$ cat config.mk
export PLATFORM = sky130hd
export DESIGN_NAME = cscm_top
export DESIGN_NICKNAME = d
export VERILOG_FILES = /design/src/cscm_pkg.sv /design/src/cscm_top.sv
export SDC_FILE = /design/constraint.sdc
export NUM_CORES = 2
export LEC_CHECK = 0
export ABC_AREA = 1
export BUFFER_PORTS_ARGS = -buffer_cell sky130_fd_sc_hd__buf_4
export CORE_MARGIN = 4
export CORE_UTILIZATION = 50
export CTS_CLUSTER_DIAMETER = 30
export DETAILED_ROUTE_END_ITERATION = 16
export PLACE_DENSITY = 0.66
export SLEW_MARGIN = 20
export SYNTH_ARGS = -nofsm -noshare
export SYNTH_HDL_FRONTEND = slang
export SYNTH_SLANG_ARGS = --single-unit
export TNS_END_PERCENT = 1
$ cat constraint.sdc
create_clock -name core_clk_i -period 15.01 [get_ports core_clk_i]
set_clock_uncertainty 0.1 [all_clocks]
set_input_delay 3.002 -clock core_clk_i [delete_from_list [all_inputs] [get_ports core_clk_i]]
set_output_delay 3.002 -clock core_clk_i [all_outputs]
set_load 0.005 [all_outputs]
$ cat src/cscm_pkg.sv
// constants, types and register map of the colour space matrix converter
`default_nettype none
package cscm_pkg;
    localparam int PLANE_W   = 8;
    localparam int COEF_W    = 16;
    localparam int ACC_W     = 28;
    localparam int FRAC_W    = 10;
    localparam real FRAC_SCALE = 1024.0;
    localparam int FIFO_W    = 3 * PLANE_W;
    localparam int FIFO_D    = 8;
    localparam int LVL_W     = 4;

    // wishbone word map, byte addresses
    localparam logic [7:0] ADR_CTRL   = 8'h00;
    localparam logic [7:0] ADR_STATUS = 8'h04;
    localparam logic [7:0] ADR_PIXCNT = 8'h08;

    // control field positions
    localparam int CTRL_DIR_BIT = 0;
    localparam int CTRL_SEQ_BIT = 1;
    localparam int CTRL_RND_LSB = 2;
    localparam int CTRL_SAT_BIT = 5;
    localparam logic [7:0] CTRL_RESET = 8'h20;

    // status field positions
    localparam int STAT_LVL_LSB  = 0;
    localparam int STAT_BUSY_BIT = 4;
    localparam int STAT_COL_LSB  = 5;

    typedef enum logic [2:0] {
        RND_NONE, RND_UP, RND_AWAY, RND_ZERO, RND_CONV
    } cscm_rnd_t;

    typedef struct packed {
        logic [PLANE_W-1:0] third;
        logic [PLANE_W-1:0] second;
        logic [PLANE_W-1:0] first;
    } cscm_pixel_t;

    typedef logic signed [COEF_W-1:0] cscm_coef_t;
    typedef logic signed [ACC_W-1:0]  cscm_acc_t;

    function automatic int cscm_q(input real r);
        return $rtoi(r * FRAC_SCALE + ((r < 0.0) ? -0.5 : 0.5));
    endfunction

    // row-major: row = output plane, column = input plane
    localparam cscm_coef_t TO_YCC_M [9] = '{
        COEF_W'(cscm_q(0.257)),  COEF_W'(cscm_q(0.504)),  COEF_W'(cscm_q(0.098)),
        COEF_W'(cscm_q(-0.148)), COEF_W'(cscm_q(-0.291)), COEF_W'(cscm_q(0.439)),
        COEF_W'(cscm_q(0.439)),  COEF_W'(cscm_q(-0.368)), COEF_W'(cscm_q(-0.071))};
    localparam cscm_acc_t TO_YCC_O [3] = '{
        ACC_W'(cscm_q(16.0)), ACC_W'(cscm_q(128.0)), ACC_W'(cscm_q(128.0))};
    localparam cscm_coef_t TO_RGB_M [9] = '{
        COEF_W'(cscm_q(1.164)), COEF_W'(cscm_q(0.0)),    COEF_W'(cscm_q(1.596)),
        COEF_W'(cscm_q(1.164)), COEF_W'(cscm_q(-0.392)), COEF_W'(cscm_q(-0.813)),
        COEF_W'(cscm_q(1.164)), COEF_W'(cscm_q(2.017)),  COEF_W'(cscm_q(0.0))};
    localparam cscm_acc_t TO_RGB_O [3] = '{
        ACC_W'(cscm_q(-222.912)), ACC_W'(cscm_q(135.616)), ACC_W'(cscm_q(-276.8))};
endpackage
`default_nettype wire

$ cat src/cscm_top.sv
// colour space matrix converter: result fifo and converter top with wishbone registers
`timescale 1ns/1ns
`default_nettype none

module cscm_fifo #(
    parameter int WIDTH = 24,
    parameter int DEPTH = 8
) (
    input  wire logic             core_clk_i,
    input  wire logic             rst_n_i,
    input  wire logic             clear_i,
    input  wire logic             in_valid_i,
    output logic                  in_ready_o,
    input  wire logic [WIDTH-1:0] in_data_i,
    output logic                  out_valid_o,
    input  wire logic             out_ready_i,
    output logic [WIDTH-1:0]      out_data_o,
    output logic [$clog2(DEPTH):0] level_o
);
    localparam int PW = $clog2(DEPTH);
    logic [WIDTH-1:0] mem [DEPTH];
    logic [PW-1:0]    wr_q, wr_d, rd_q, rd_d;
    logic [PW:0]      cnt_q, cnt_d;
    logic             push, pop;

    assign in_ready_o  = (cnt_q != (PW+1)'(DEPTH));
    assign out_valid_o = (cnt_q != '0);
    assign out_data_o  = mem[rd_q];
    assign level_o     = cnt_q;
    assign push        = in_valid_i & in_ready_o;
    assign pop         = out_valid_o & out_ready_i;

    always_comb
    begin
        wr_d  = wr_q;
        rd_d  = rd_q;
        cnt_d = cnt_q;
        if (clear_i)
        begin
            wr_d  = '0;
            rd_d  = '0;
            cnt_d = '0;
        end
        else
        begin
            if (push)
                wr_d = (wr_q == PW'(DEPTH-1)) ? '0 : wr_q + 1'b1;
            if (pop)
                rd_d = (rd_q == PW'(DEPTH-1)) ? '0 : rd_q + 1'b1;
            cnt_d = cnt_q + (PW+1)'(push) - (PW+1)'(pop);
        end
    end

    always_ff @(posedge core_clk_i or negedge rst_n_i)
    begin
        if (!rst_n_i)
        begin
            wr_q  <= '0;
            rd_q  <= '0;
            cnt_q <= '0;
        end
        else
        begin
            wr_q  <= wr_d;
            rd_q  <= rd_d;
            cnt_q <= cnt_d;
        end
    end

    // storage carries no reset; entries only read after being written
    always_ff @(posedge core_clk_i)
    begin
        if (push && !clear_i)
            mem[wr_q] <= in_data_i;
    end
endmodule

// Function
// - In the parallel mode all three results leave together with output-valid.
// - In the sequential mode results leave on the first port, valid on the first plane.
// - Luma is 0.257 R + 0.504 G + 0.098 B + 16.
// - Blue difference is -0.148 R - 0.291 G + 0.439 B + 128.
// - Red difference is 0.439 R - 0.368 G - 0.071 B + 128.
// - Red is 1.164 Y + 1.596 Cr - 222.912.
// - Green is 1.164 Y - 0.392 Cb - 0.813 Cr + 135.616.
// - Blue is 1.164 Y + 2.017 Cb - 276.8.
// - The pipeline moves only in cycles where clock enable is high.
// - The synchronous clear empties the pipeline state at a clock edge.
// - Convergent rounding sends an exact half to the nearest even value.
// - Saturation clamps an out-of-range result to the largest or smallest output.
module cscm_top (
    input  wire logic                    core_clk_i,
    input  wire logic                    rst_n_i,
    input  wire logic                    ce_i,
    input  wire logic                    sync_clear_i,
    input  wire logic                    wb_cyc_i,
    input  wire logic                    wb_stb_i,
    input  wire logic                    wb_we_i,
    input  wire logic [7:0]              wb_adr_i,
    input  wire logic [3:0]              wb_sel_i,
    input  wire logic [31:0]             wb_dat_i,
    output logic [31:0]                  wb_dat_o,
    output logic                         wb_ack_o,
    input  wire logic                    in_valid_i,
    output logic                         in_ready_o,
    input  wire logic [cscm_pkg::PLANE_W-1:0] in_plane_first_i,
    input  wire logic [cscm_pkg::PLANE_W-1:0] in_plane_second_i,
    input  wire logic [cscm_pkg::PLANE_W-1:0] in_plane_third_i,
    output logic                         out_valid_o,
    input  wire logic                    out_ready_i,
    output logic [cscm_pkg::PLANE_W-1:0] out_plane_first_o,
    output logic [cscm_pkg::PLANE_W-1:0] out_plane_second_o,
    output logic [cscm_pkg::PLANE_W-1:0] out_plane_third_o
);
    import cscm_pkg::*;

    // register bus state
    logic [7:0]  ctrl_q, ctrl_d;
    logic        ack_q, ack_d;
    logic [31:0] rdat_q, rdat_d;
    logic [31:0] pixcnt_q, pixcnt_d;

    // pipeline state
    logic [1:0]         col_q, col_d;
    logic [PLANE_W-1:0] hold0_q, hold0_d, hold1_q, hold1_d;
    cscm_pixel_t        s1_q, s1_d, s3_q, s3_d;
    logic               v1_q, v1_d, v2_q, v2_d, v3_q, v3_d;
    cscm_acc_t          s2_q [3];
    cscm_acc_t          s2_d [3];

    // output serialiser state
    cscm_pixel_t        ob_q, ob_d;
    logic [1:0]         ph_q, ph_d;
    logic               ov_q, ov_d;

    logic               dir_rgb, seq_mode, sat_on, adv;
    cscm_rnd_t          rnd;
    logic               f_in_ready, f_out_valid, f_pop;
    logic               take_first, load_ok;
    logic [FIFO_W-1:0]  f_out_data;
    logic [LVL_W-1:0]   f_level;
    logic [2:0][PLANE_W-1:0] s1_arr;
    logic [PLANE_W-1:0]      s3_arr [3];

    assign dir_rgb  = ctrl_q[CTRL_DIR_BIT];
    assign seq_mode = ctrl_q[CTRL_SEQ_BIT];
    assign sat_on   = ctrl_q[CTRL_SAT_BIT];
    assign rnd      = cscm_rnd_t'(ctrl_q[CTRL_RND_LSB +: 3]);

    // a full result fifo freezes the pipeline once stage 3 holds a valid result, rather than dropping pixels
    assign adv        = ce_i & (~v3_q | f_in_ready);
    assign in_ready_o = adv;
    assign s1_arr     = s1_q;

    // wishbone slave: one wait state, ack drops after one cycle
    always_comb
    begin
        ctrl_d = ctrl_q;
        ack_d  = wb_cyc_i & wb_stb_i & ~ack_q;
        rdat_d = rdat_q;
        if (ack_d)
        begin
            rdat_d = 32'h0;
            if (wb_we_i && wb_adr_i == ADR_CTRL && wb_sel_i[0])
                ctrl_d = wb_dat_i[7:0];
            else if (!wb_we_i)
            begin
                unique case (wb_adr_i)
                    ADR_CTRL:   rdat_d = {24'h0, ctrl_q};
                    ADR_STATUS: rdat_d = {25'h0, col_q, v1_q | v2_q | v3_q | ov_q,
                                          f_level};
                    ADR_PIXCNT: rdat_d = pixcnt_q;
                    default:    rdat_d = 32'h0;
                endcase
            end
        end
    end

    always_ff @(posedge core_clk_i or negedge rst_n_i)
    begin
        if (!rst_n_i)
        begin
            ctrl_q <= CTRL_RESET;
            ack_q  <= 1'b0;
            rdat_q <= 32'h0;
        end
        else
        begin
            ctrl_q <= ctrl_d;
            ack_q  <= ack_d;
            rdat_q <= rdat_d;
        end
    end

    assign wb_ack_o = ack_q;
    assign wb_dat_o = rdat_q;

    // input stage: parallel takes a pixel, sequential gathers three planes
    always_comb
    begin
        col_d   = col_q;
        hold0_d = hold0_q;
        hold1_d = hold1_q;
        s1_d    = s1_q;
        v1_d    = v1_q;
        if (sync_clear_i)
        begin
            col_d = 2'h0;
            v1_d  = 1'b0;
        end
        else if (adv)
        begin
            v1_d = 1'b0;
            if (!seq_mode)
            begin
                s1_d = '{third: in_plane_third_i, second: in_plane_second_i,
                         first: in_plane_first_i};
                v1_d = in_valid_i;
            end
            else
            begin
                unique case (col_q)
                    2'h0:
                    begin
                        hold0_d = in_plane_first_i;
                        if (in_valid_i)
                            col_d = 2'h1;
                    end
                    2'h1:
                    begin
                        hold1_d = in_plane_first_i;
                        col_d   = 2'h2;
                    end
                    default:
                    begin
                        s1_d  = '{third: in_plane_first_i, second: hold1_q, first: hold0_q};
                        v1_d  = 1'b1;
                        col_d = 2'h0;
                    end
                endcase
            end
        end
    end

    // matrix stage, one generate per output plane
    generate
        for (genvar p = 0; p < 3; p++)
        begin : g_row
            always_comb
            begin
                cscm_acc_t acc;
                acc = dir_rgb ? TO_RGB_O[p] : TO_YCC_O[p];
                for (int k = 0; k < 3; k++)
                begin
                    acc = acc + ACC_W'(signed'({1'b0, s1_arr[k]}))
                              * ACC_W'(dir_rgb ? TO_RGB_M[p*3+k]
                                               : TO_YCC_M[p*3+k]);
                end
                s2_d[p] = adv ? acc : s2_q[p];
            end

            // rounding and range stage
            always_comb
            begin
                cscm_acc_t   whole;
                cscm_acc_t   res;
                logic [FRAC_W-1:0] frac;
                logic        half, above, inc, neg;
                whole = s2_q[p] >>> FRAC_W;
                frac  = s2_q[p][FRAC_W-1:0];
                neg   = s2_q[p][ACC_W-1];
                half  = (frac == {1'b1, {(FRAC_W-1){1'b0}}});
                above = frac[FRAC_W-1] & ~half;
                unique case (rnd)
                    RND_UP:   inc = frac[FRAC_W-1];
                    RND_AWAY: inc = above | (half & ~neg);
                    RND_ZERO: inc = above | (half & neg);
                    RND_CONV: inc = above | (half & whole[0]);
                    default:  inc = 1'b0;
                endcase
                res = whole + ACC_W'(inc);
                if (sat_on && res < 0)
                    s3_arr[p] = '0;
                else if (sat_on && res > ACC_W'(2**PLANE_W - 1))
                    s3_arr[p] = '1;
                else
                    s3_arr[p] = res[PLANE_W-1:0];
            end
        end
    endgenerate

    always_comb
    begin
        v2_d = v2_q;
        v3_d = v3_q;
        s3_d = s3_q;
        if (sync_clear_i)
        begin
            v2_d = 1'b0;
            v3_d = 1'b0;
        end
        else if (adv)
        begin
            v2_d = v1_q;
            v3_d = v2_q;
            s3_d = '{third: s3_arr[2], second: s3_arr[1], first: s3_arr[0]};
        end
    end

    always_ff @(posedge core_clk_i or negedge rst_n_i)
    begin
        if (!rst_n_i)
        begin
            col_q   <= 2'h0;
            hold0_q <= '0;
            hold1_q <= '0;
            s1_q    <= '0;
            s3_q    <= '0;
            v1_q    <= 1'b0;
            v2_q    <= 1'b0;
            v3_q    <= 1'b0;
            for (int i = 0; i < 3; i++)
                s2_q[i] <= '0;
        end
        else
        begin
            col_q   <= col_d;
            hold0_q <= hold0_d;
            hold1_q <= hold1_d;
            s1_q    <= s1_d;
            s3_q    <= s3_d;
            v1_q    <= v1_d;
            v2_q    <= v2_d;
            v3_q    <= v3_d;
            for (int i = 0; i < 3; i++)
                s2_q[i] <= s2_d[i];
        end
    end

    cscm_fifo #(
        .WIDTH (FIFO_W),
        .DEPTH (FIFO_D)
    ) u_fifo (
        .core_clk_i  (core_clk_i),
        .rst_n_i     (rst_n_i),
        .clear_i     (sync_clear_i),
        .in_valid_i  (v3_q & ce_i),
        .in_ready_o  (f_in_ready),
        .in_data_i   (s3_q),
        .out_valid_o (f_out_valid),
        .out_ready_i (f_pop),
        .out_data_o  (f_out_data),
        .level_o     (f_level)
    );

    // output: one pixel per beat, or three planes on the first port
    // first plane waits for out_ready; next pixel loads as the third plane leaves
    assign take_first = seq_mode & ov_q & out_ready_i & (ph_q == 2'h0);
    assign load_ok    = (ph_q == 2'h2) | ((ph_q == 2'h0) & (~ov_q | (out_ready_i & ~seq_mode)));
    assign f_pop      = ce_i & ~sync_clear_i & load_ok;

    always_comb
    begin
        ob_d     = ob_q;
        ph_d     = ph_q;
        ov_d     = ov_q;
        pixcnt_d = pixcnt_q;
        if (sync_clear_i)
        begin
            ph_d = 2'h0;
            ov_d = 1'b0;
        end
        else if (ce_i)
        begin
            if (take_first || ph_q == 2'h1)
            begin
                // later planes are committed once the first was taken
                ov_d       = 1'b0;
                ob_d.first = take_first ? ob_q.second : ob_q.third;
                ph_d       = take_first ? 2'h1 : 2'h2;
            end
            else if (load_ok)
            begin
                ov_d = f_out_valid;
                ph_d = 2'h0;
                if (f_out_valid)
                begin
                    ob_d     = f_out_data;
                    pixcnt_d = pixcnt_q + 32'h1;
                end
            end
        end
    end

    always_ff @(posedge core_clk_i or negedge rst_n_i)
    begin
        if (!rst_n_i)
        begin
            ob_q     <= '0;
            ph_q     <= 2'h0;
            ov_q     <= 1'b0;
            pixcnt_q <= 32'h0;
        end
        else
        begin
            ob_q     <= ob_d;
            ph_q     <= ph_d;
            ov_q     <= ov_d;
            pixcnt_q <= pixcnt_d;
        end
    end

    assign out_valid_o        = ov_q;
    assign out_plane_first_o  = ob_q.first;
    assign out_plane_second_o = ob_q.second;
    assign out_plane_third_o  = ob_q.third;
endmodule
`default_nettype wire

Word level (Yosys, flattened, before mapping)
Memory sizes are Yosys's and may differ from the RTL's.
Cells that the tools add are included.
{ "word_totals": {"ff_bits": 263, "latch_bits": 0, "ramBits": 192, "romBits": 0, "input_bits": 77, "out_inout_bits": 59, "elab_cells": 223, "memories": 1} }
{ "mem_list": {"columns": ["memory", "words", "word_bits", "read_ports", "rd_clocked_by_memory_dff", "wr", "line", "text"], "rows": [
  ["u_fifo.mem", 8, 24, 1, 0, 1, "cscm_top.sv:21", "logic [WIDTH-1:0] mem [DEPTH];"]
]} }
{ "classes": {"n_addsub": 17, "multipliers": 9, "n_div": 0, "n_lt_le_gt_ge": 6, "eq_ne": 17, "n_shift": 0, "n_mux": 61, "bitwise_logic": 52, "n_reduce_logical": 33} }
{ "op_table": {"columns": ["operator", "n"], "rows": [
  ["2-to-1 mux 28 bit", 6],
  ["multiplier 9 x 28 -> 28 bit", 4],
  ["one-hot mux 32 bit (3 select lines)", 1],
  ["2-to-1 mux 8 bit", 11],
  ["adder 28 x 20 -> 28 bit", 3],
  ["adder 28 bit", 3],
  ["2-to-1 mux 32 bit", 2],
  ["adder 18 x 2 -> 19 bit", 3],
  ["> comparator 19 x 9 -> 1 bit, second input constant", 3],
  ["< comparator 19 x 1 -> 1 bit, second input constant", 3],
  ["multiplier 8 x 11 -> 19 bit", 3],
  ["adder 28 x 19 -> 28 bit", 2],
  ["2-to-1 mux 24 bit", 2],
  ["2-to-1 mux 11 bit", 3],
  ["adder 32 x 1 -> 32 bit, second input constant", 1],
  ["== test 10 bit, second input constant", 3],
  ["adder 19 x 28 -> 28 bit", 1],
  ["bitwise AND 1 bit", 25],
  ["multiplier 9 x 10 -> 19 bit", 1],
  ["multiplier 8 x 10 -> 18 bit", 1],
  ["2-to-1 mux 2 bit", 9],
  ["2-to-1 mux 3 bit", 6],
  ["OR 1 bit", 15],
  ["2-to-1 mux 1 bit", 14],
  ["other kinds (32)", 70]
]} }

Depth between registers and ports, before layout
{ "depth": {"ltp_word": 10, "depth_mapped": 40, "ltp_nobuf": 39} }

Hierarchy
A second synthesis with hierarchy kept.
{ "hier_totals": {"hier_cells": 5038, "hier_area_um2": 44206.1} }
{ "by_module_without_submodules": {"columns": ["module", "n_inst", "cells_each", "area_per_inst_um2", "seq_area_each_um2"], "rows": [
  ["cscm_top", 1, 4121, 35165.0, 6332.3],
  ["cscm_fifo", 1, 917, 9041.2, 6015.8]
]} }

Least setup slack after synthesis
Ideal clock, no wire load.
{ "synth_timing": {"path_kind": "reg-to-reg", "start": "register ctrl_q[0]", "end": "register, netlist name g_row[2].$4.whole[11]", "setup_time_ns": 0.130, "t_arrival_ns": 8.617, "required_time_ns": 14.780, "slack_ns": 6.163, "stages_incl_launch_ff": 37, "n_path_buf": 2, "period_less_slack_ns": 8.847, "path_cell_list": "dfrtp_1 > clkbuf_1 > clkbuf_1 > nor2_1 > a21oi_1 > inv_1 > ha_1 > inv_1 > fa_1 > inv_1 > fa_1 > fa_1 > ha_1 > nand2_1 > nand2_1 > inv_1 > o211ai_1 > a21oi_1 > xor2_1 > fa_1 > fa_1 > fa_1 > inv_1 > fa_1 > inv_1 > fa_1 > inv_1 > ha_1 > nand2_1 > inv_1 > a21oi_1 > nor2_1 > nor2_1 > nand3_1 > or2_2 > nand3_1 > o21ai_0"} }
{ "synth_rtl": {"columns": ["element", "line", "text"], "rows": [
  ["from (decl)", "cscm_top.sv:118", "logic [7:0] ctrl_q, ctrl_d;"],
  ["from (signal assigned)", "cscm_top.sv:189", "ctrl_q <= ctrl_d;"]
]} }

==> flow_metrics.env <==
export IMPL_core_region_area_um2=85410
export IMPL_finalHoldViolCount=0
export IMPL_status="finished, final reports clean"
export IMPL_slew_viol_final=0
export IMPL_crit_arrival_ns=9.61
export IMPL_gr_total_overflow=0
export IMPL_synth_edf_count=192
export IMPL_muxShareOfSynthArea_pct=0.05210
export IMPL_ctsResizeCount=0
export IMPL_first_global_vias=34135
export IMPL_numPortBuffers=108
export IMPL_antenna_found_initial=2
export IMPL_yosys_area_share_simple_pct=13.53
export IMPL_crit_path_end_kind="flip-flop"
export IMPL_post_place_ws_ns=5.867
export IMPL_grt_max_degree=89
export IMPL_cts_root_buf="clkbuf_16"
export IMPL_clk_pin_slew_worst_paths_ns=0.05
export IMPL_cp_top_family="adder cells"
export IMPL_tightest_slew_ns=1.127
export IMPL_clk_latency_ns=0.62
export IMPL_synth_compound_area_share_pct=8.831
export IMPL_fin_crit_ns=9.217
export IMPL_stdcell_count=6108
export IMPL_wl_um=119400
export IMPL_fillers=7715
export IMPL_final_common_cell="inv_1"
export IMPL_dp_cells=5945
export IMPL_syn_area_per_cell_um2=9.170
export IMPL_clock_fmax_mhz=108.5
export IMPL_required_ns=15.40
export IMPL_grt_usage_pct=27.09
export IMPL_drc=0
export IMPL_diodes=0
export IMPL_postCtsSetupBuffers=0
export IMPL_clock_path_buffers=3
export IMPL_synth_top_area_cell="fa_1"
export IMPL_grt_pass1_wl_um=190500
export IMPL_synth_xor_area_share_pct=2.452
export IMPL_worst_slack_ns=5.793
export IMPL_ys_ff_latch=455
export IMPL_vias_per_cell=5.344
export IMPL_fin_crit_sh_pct=61.41
export IMPL_finalSetupViolations=0
export IMPL_crit_top_cell="fa_1"
export IMPL_dp_hpwl_um=95170
export IMPL_cts_tree="done"
export IMPL_cts_sinks=455
export IMPL_path_max_fanout=53
export IMPL_drtIter0Drc=2301
export IMPL_die_area_um2=91230
export IMPL_netlist_area_um2=43230
export IMPL_ys_flop_type="dfrtp_1"
export IMPL_synthAdderAreaFrac_pct=36.77
export IMPL_synth_top_family_by_area="adder cells"
export IMPL_numCtsBuffers=87
export IMPL_cp_buffers_inverters=9
export IMPL_ant_nets=0
export IMPL_maxSlewHeadroom_pct=24.60
export IMPL_area_growth_pct=12.43
export IMPL_crit_slowest_cell="buf_4"
export IMPL_start_util_pct=50.61
export IMPL_place_congestion=0.9954
export IMPL_final_cell_mix="inv_1 (1,008), nand2_1 (803), fa_1 (524), ha_1 (432), nor2_1 (280)"
export IMPL_stdcell_area_um2=48600
export IMPL_drv_cap=0
export IMPL_rrSetupSlack_ns=5.79
export IMPL_synthCells=4714
export IMPL_nets=5923
export IMPL_synthDistinctLibCells=60
export IMPL_multiInputGateArea_um2=26800
export IMPL_ys_async_sr_fraction_pct=57.80
export IMPL_io_pins=136
export IMPL_synth_top_area_share_pct=24.27
export IMPL_finalSetupTns_ns=0
export IMPL_seqCellArea_um2=12350
export IMPL_yosysWarnings=0
export IMPL_htreeDepth=3
export IMPL_die_height_um=302.0
export IMPL_ys_seq_area_share_pct=28.57
export IMPL_yosys_top_cells_area="fa_1 (24%), dfrtp_1 (15%), edfxtp_1 (13%), ha_1 (13%), inv_1 (8.8%)"
export IMPL_num_rows=107
export IMPL_grt_setup_unrepaired="no"
export IMPL_die_w_um=302.0
export IMPL_drive_gt1_share_pct=7.454
export IMPL_cp_slowest_stage_delay_ns=0.73
export IMPL_crit_type="reg2reg"
export IMPL_ctsHoldBuffers=0
export IMPL_wl_per_cell_um=19.55
export IMPL_dpl_instance_area_um2=45560
export IMPL_drtPass1Iterations=5
export IMPL_timing_hold_worst_class="reg2reg"
export IMPL_critPathLaunchType="flip-flop"
export IMPL_vias=32643
==> cell families after synthesis <==
group,count (synthesis)
AO/OA/AOI/OAI,662
other,2
flip-flops,455
AND/OR/NAND/NOR,1399
adder cells (fa/ha/maj),956
XOR/XNOR,121
multiplexers,2
buffers and inverters,1117
==> area by class of cell <==
cell class              instances  share of cell area [%]
repair buffers                151                   2.348
clock inverters                54                   1.390
clock buffers                 109                   4.858
well taps                    1144                   2.945
multi-input cells            3173                   55.15
flip-flops and latches        455                   25.42
inverters                    1022                   7.894
==> synth_stat cells, types with 9 or more instances <==
cell type / instances
xnor2_1: 46
o21bai_1: 25
a21o_1: 13
xor2_1: 75
nand2_1: 803
inv_2: 10
nor3_1: 37
nor2_1: 288
edfxtp_1: 192
a221o_1: 24
nand3_1: 140
nand4_1: 49
a21oi_1: 205
fa_1: 524
dfrtp_1: 262
a22oi_1: 9
nor4_1: 14
o22ai_1: 29
clkbuf_1: 81
inv_1: 1008
o21ai_0: 259
o211ai_1: 26
ha_1: 432
or2_2: 31
nand3b_1: 13
a31oi_1: 37
==> per-stage QoR <==
stage | util (%) | hold slack, ns
4_1_cts | 56.89 | 0.3572
5_1_grt | 56.90 | 0.3807
6_report | 56.90 | 0.3521
3_3_place_gp | 53.34 | 0.3437
3_5_place_dp | 53.34 | 0.3518
2_1_floorplan | - | 0.3338
==> worst reg2reg max path, delay by kind of cell (launching register included) <==
family	cells	cell delay, ns
adders and majority gates	11	5.02
buffers and inverters	9	1.42
and+or+nand+nor	9	0.98
AOI/OAI and AO/OA	4	0.77
DFF	1	0.66
xor gates and xnor gates	1	0.17
==> registers in the layout, indices dropped and copies added (netlist names), 2 cells and up <==
signal              count
hold0_q                 8
ph_q                    2
g_row.$4.neg            3
wb_dat_o               32
out_plane_first_o       8
u_fifo.mem            192
hold1_q                 8
g_row.$4.frac          30
u_fifo.rd_q             3
out_plane_third_o       8
s3_q                   24
col_q                   2
ctrl_q                  8
u_fifo.wr_q             3
u_fifo.level_o          4
pixcnt_q               32
s1_arr                 24
out_plane_second_o      8
g_row.$4.whole         51
==> path summary, 6_finish.rpt <==
path,start,to,cells after the start
hold / removal,wb_ack_o,wb_ack_o,1
setup / recovery,ctrl_q[0],g_row[2].$4.whole[10],34
hold reg to reg,wb_ack_o,wb_ack_o,1
max in group asynchronous,rst_n_i,g_row[2].$4.whole[12],2
setup reg to reg,ctrl_q[0],g_row[2].$4.whole[10],34
min in group asynchronous,rst_n_i,pixcnt_q[18],1
==> layer usage <==
layer | GRT usage (%) | wire length, um | share of wire, %
met4 | 12.09 | 6097 | 5.1
met3 | 4.364 | 6925 | 5.8
met5 | 0 | 14 | 0.012
met1 | 35.28 | 50010 | 42
met2 | 44.94 | 56340 | 47
Power is not shown: default switching activity piles up to over one toggle a cycle in this logic, so the estimate is an artifact.
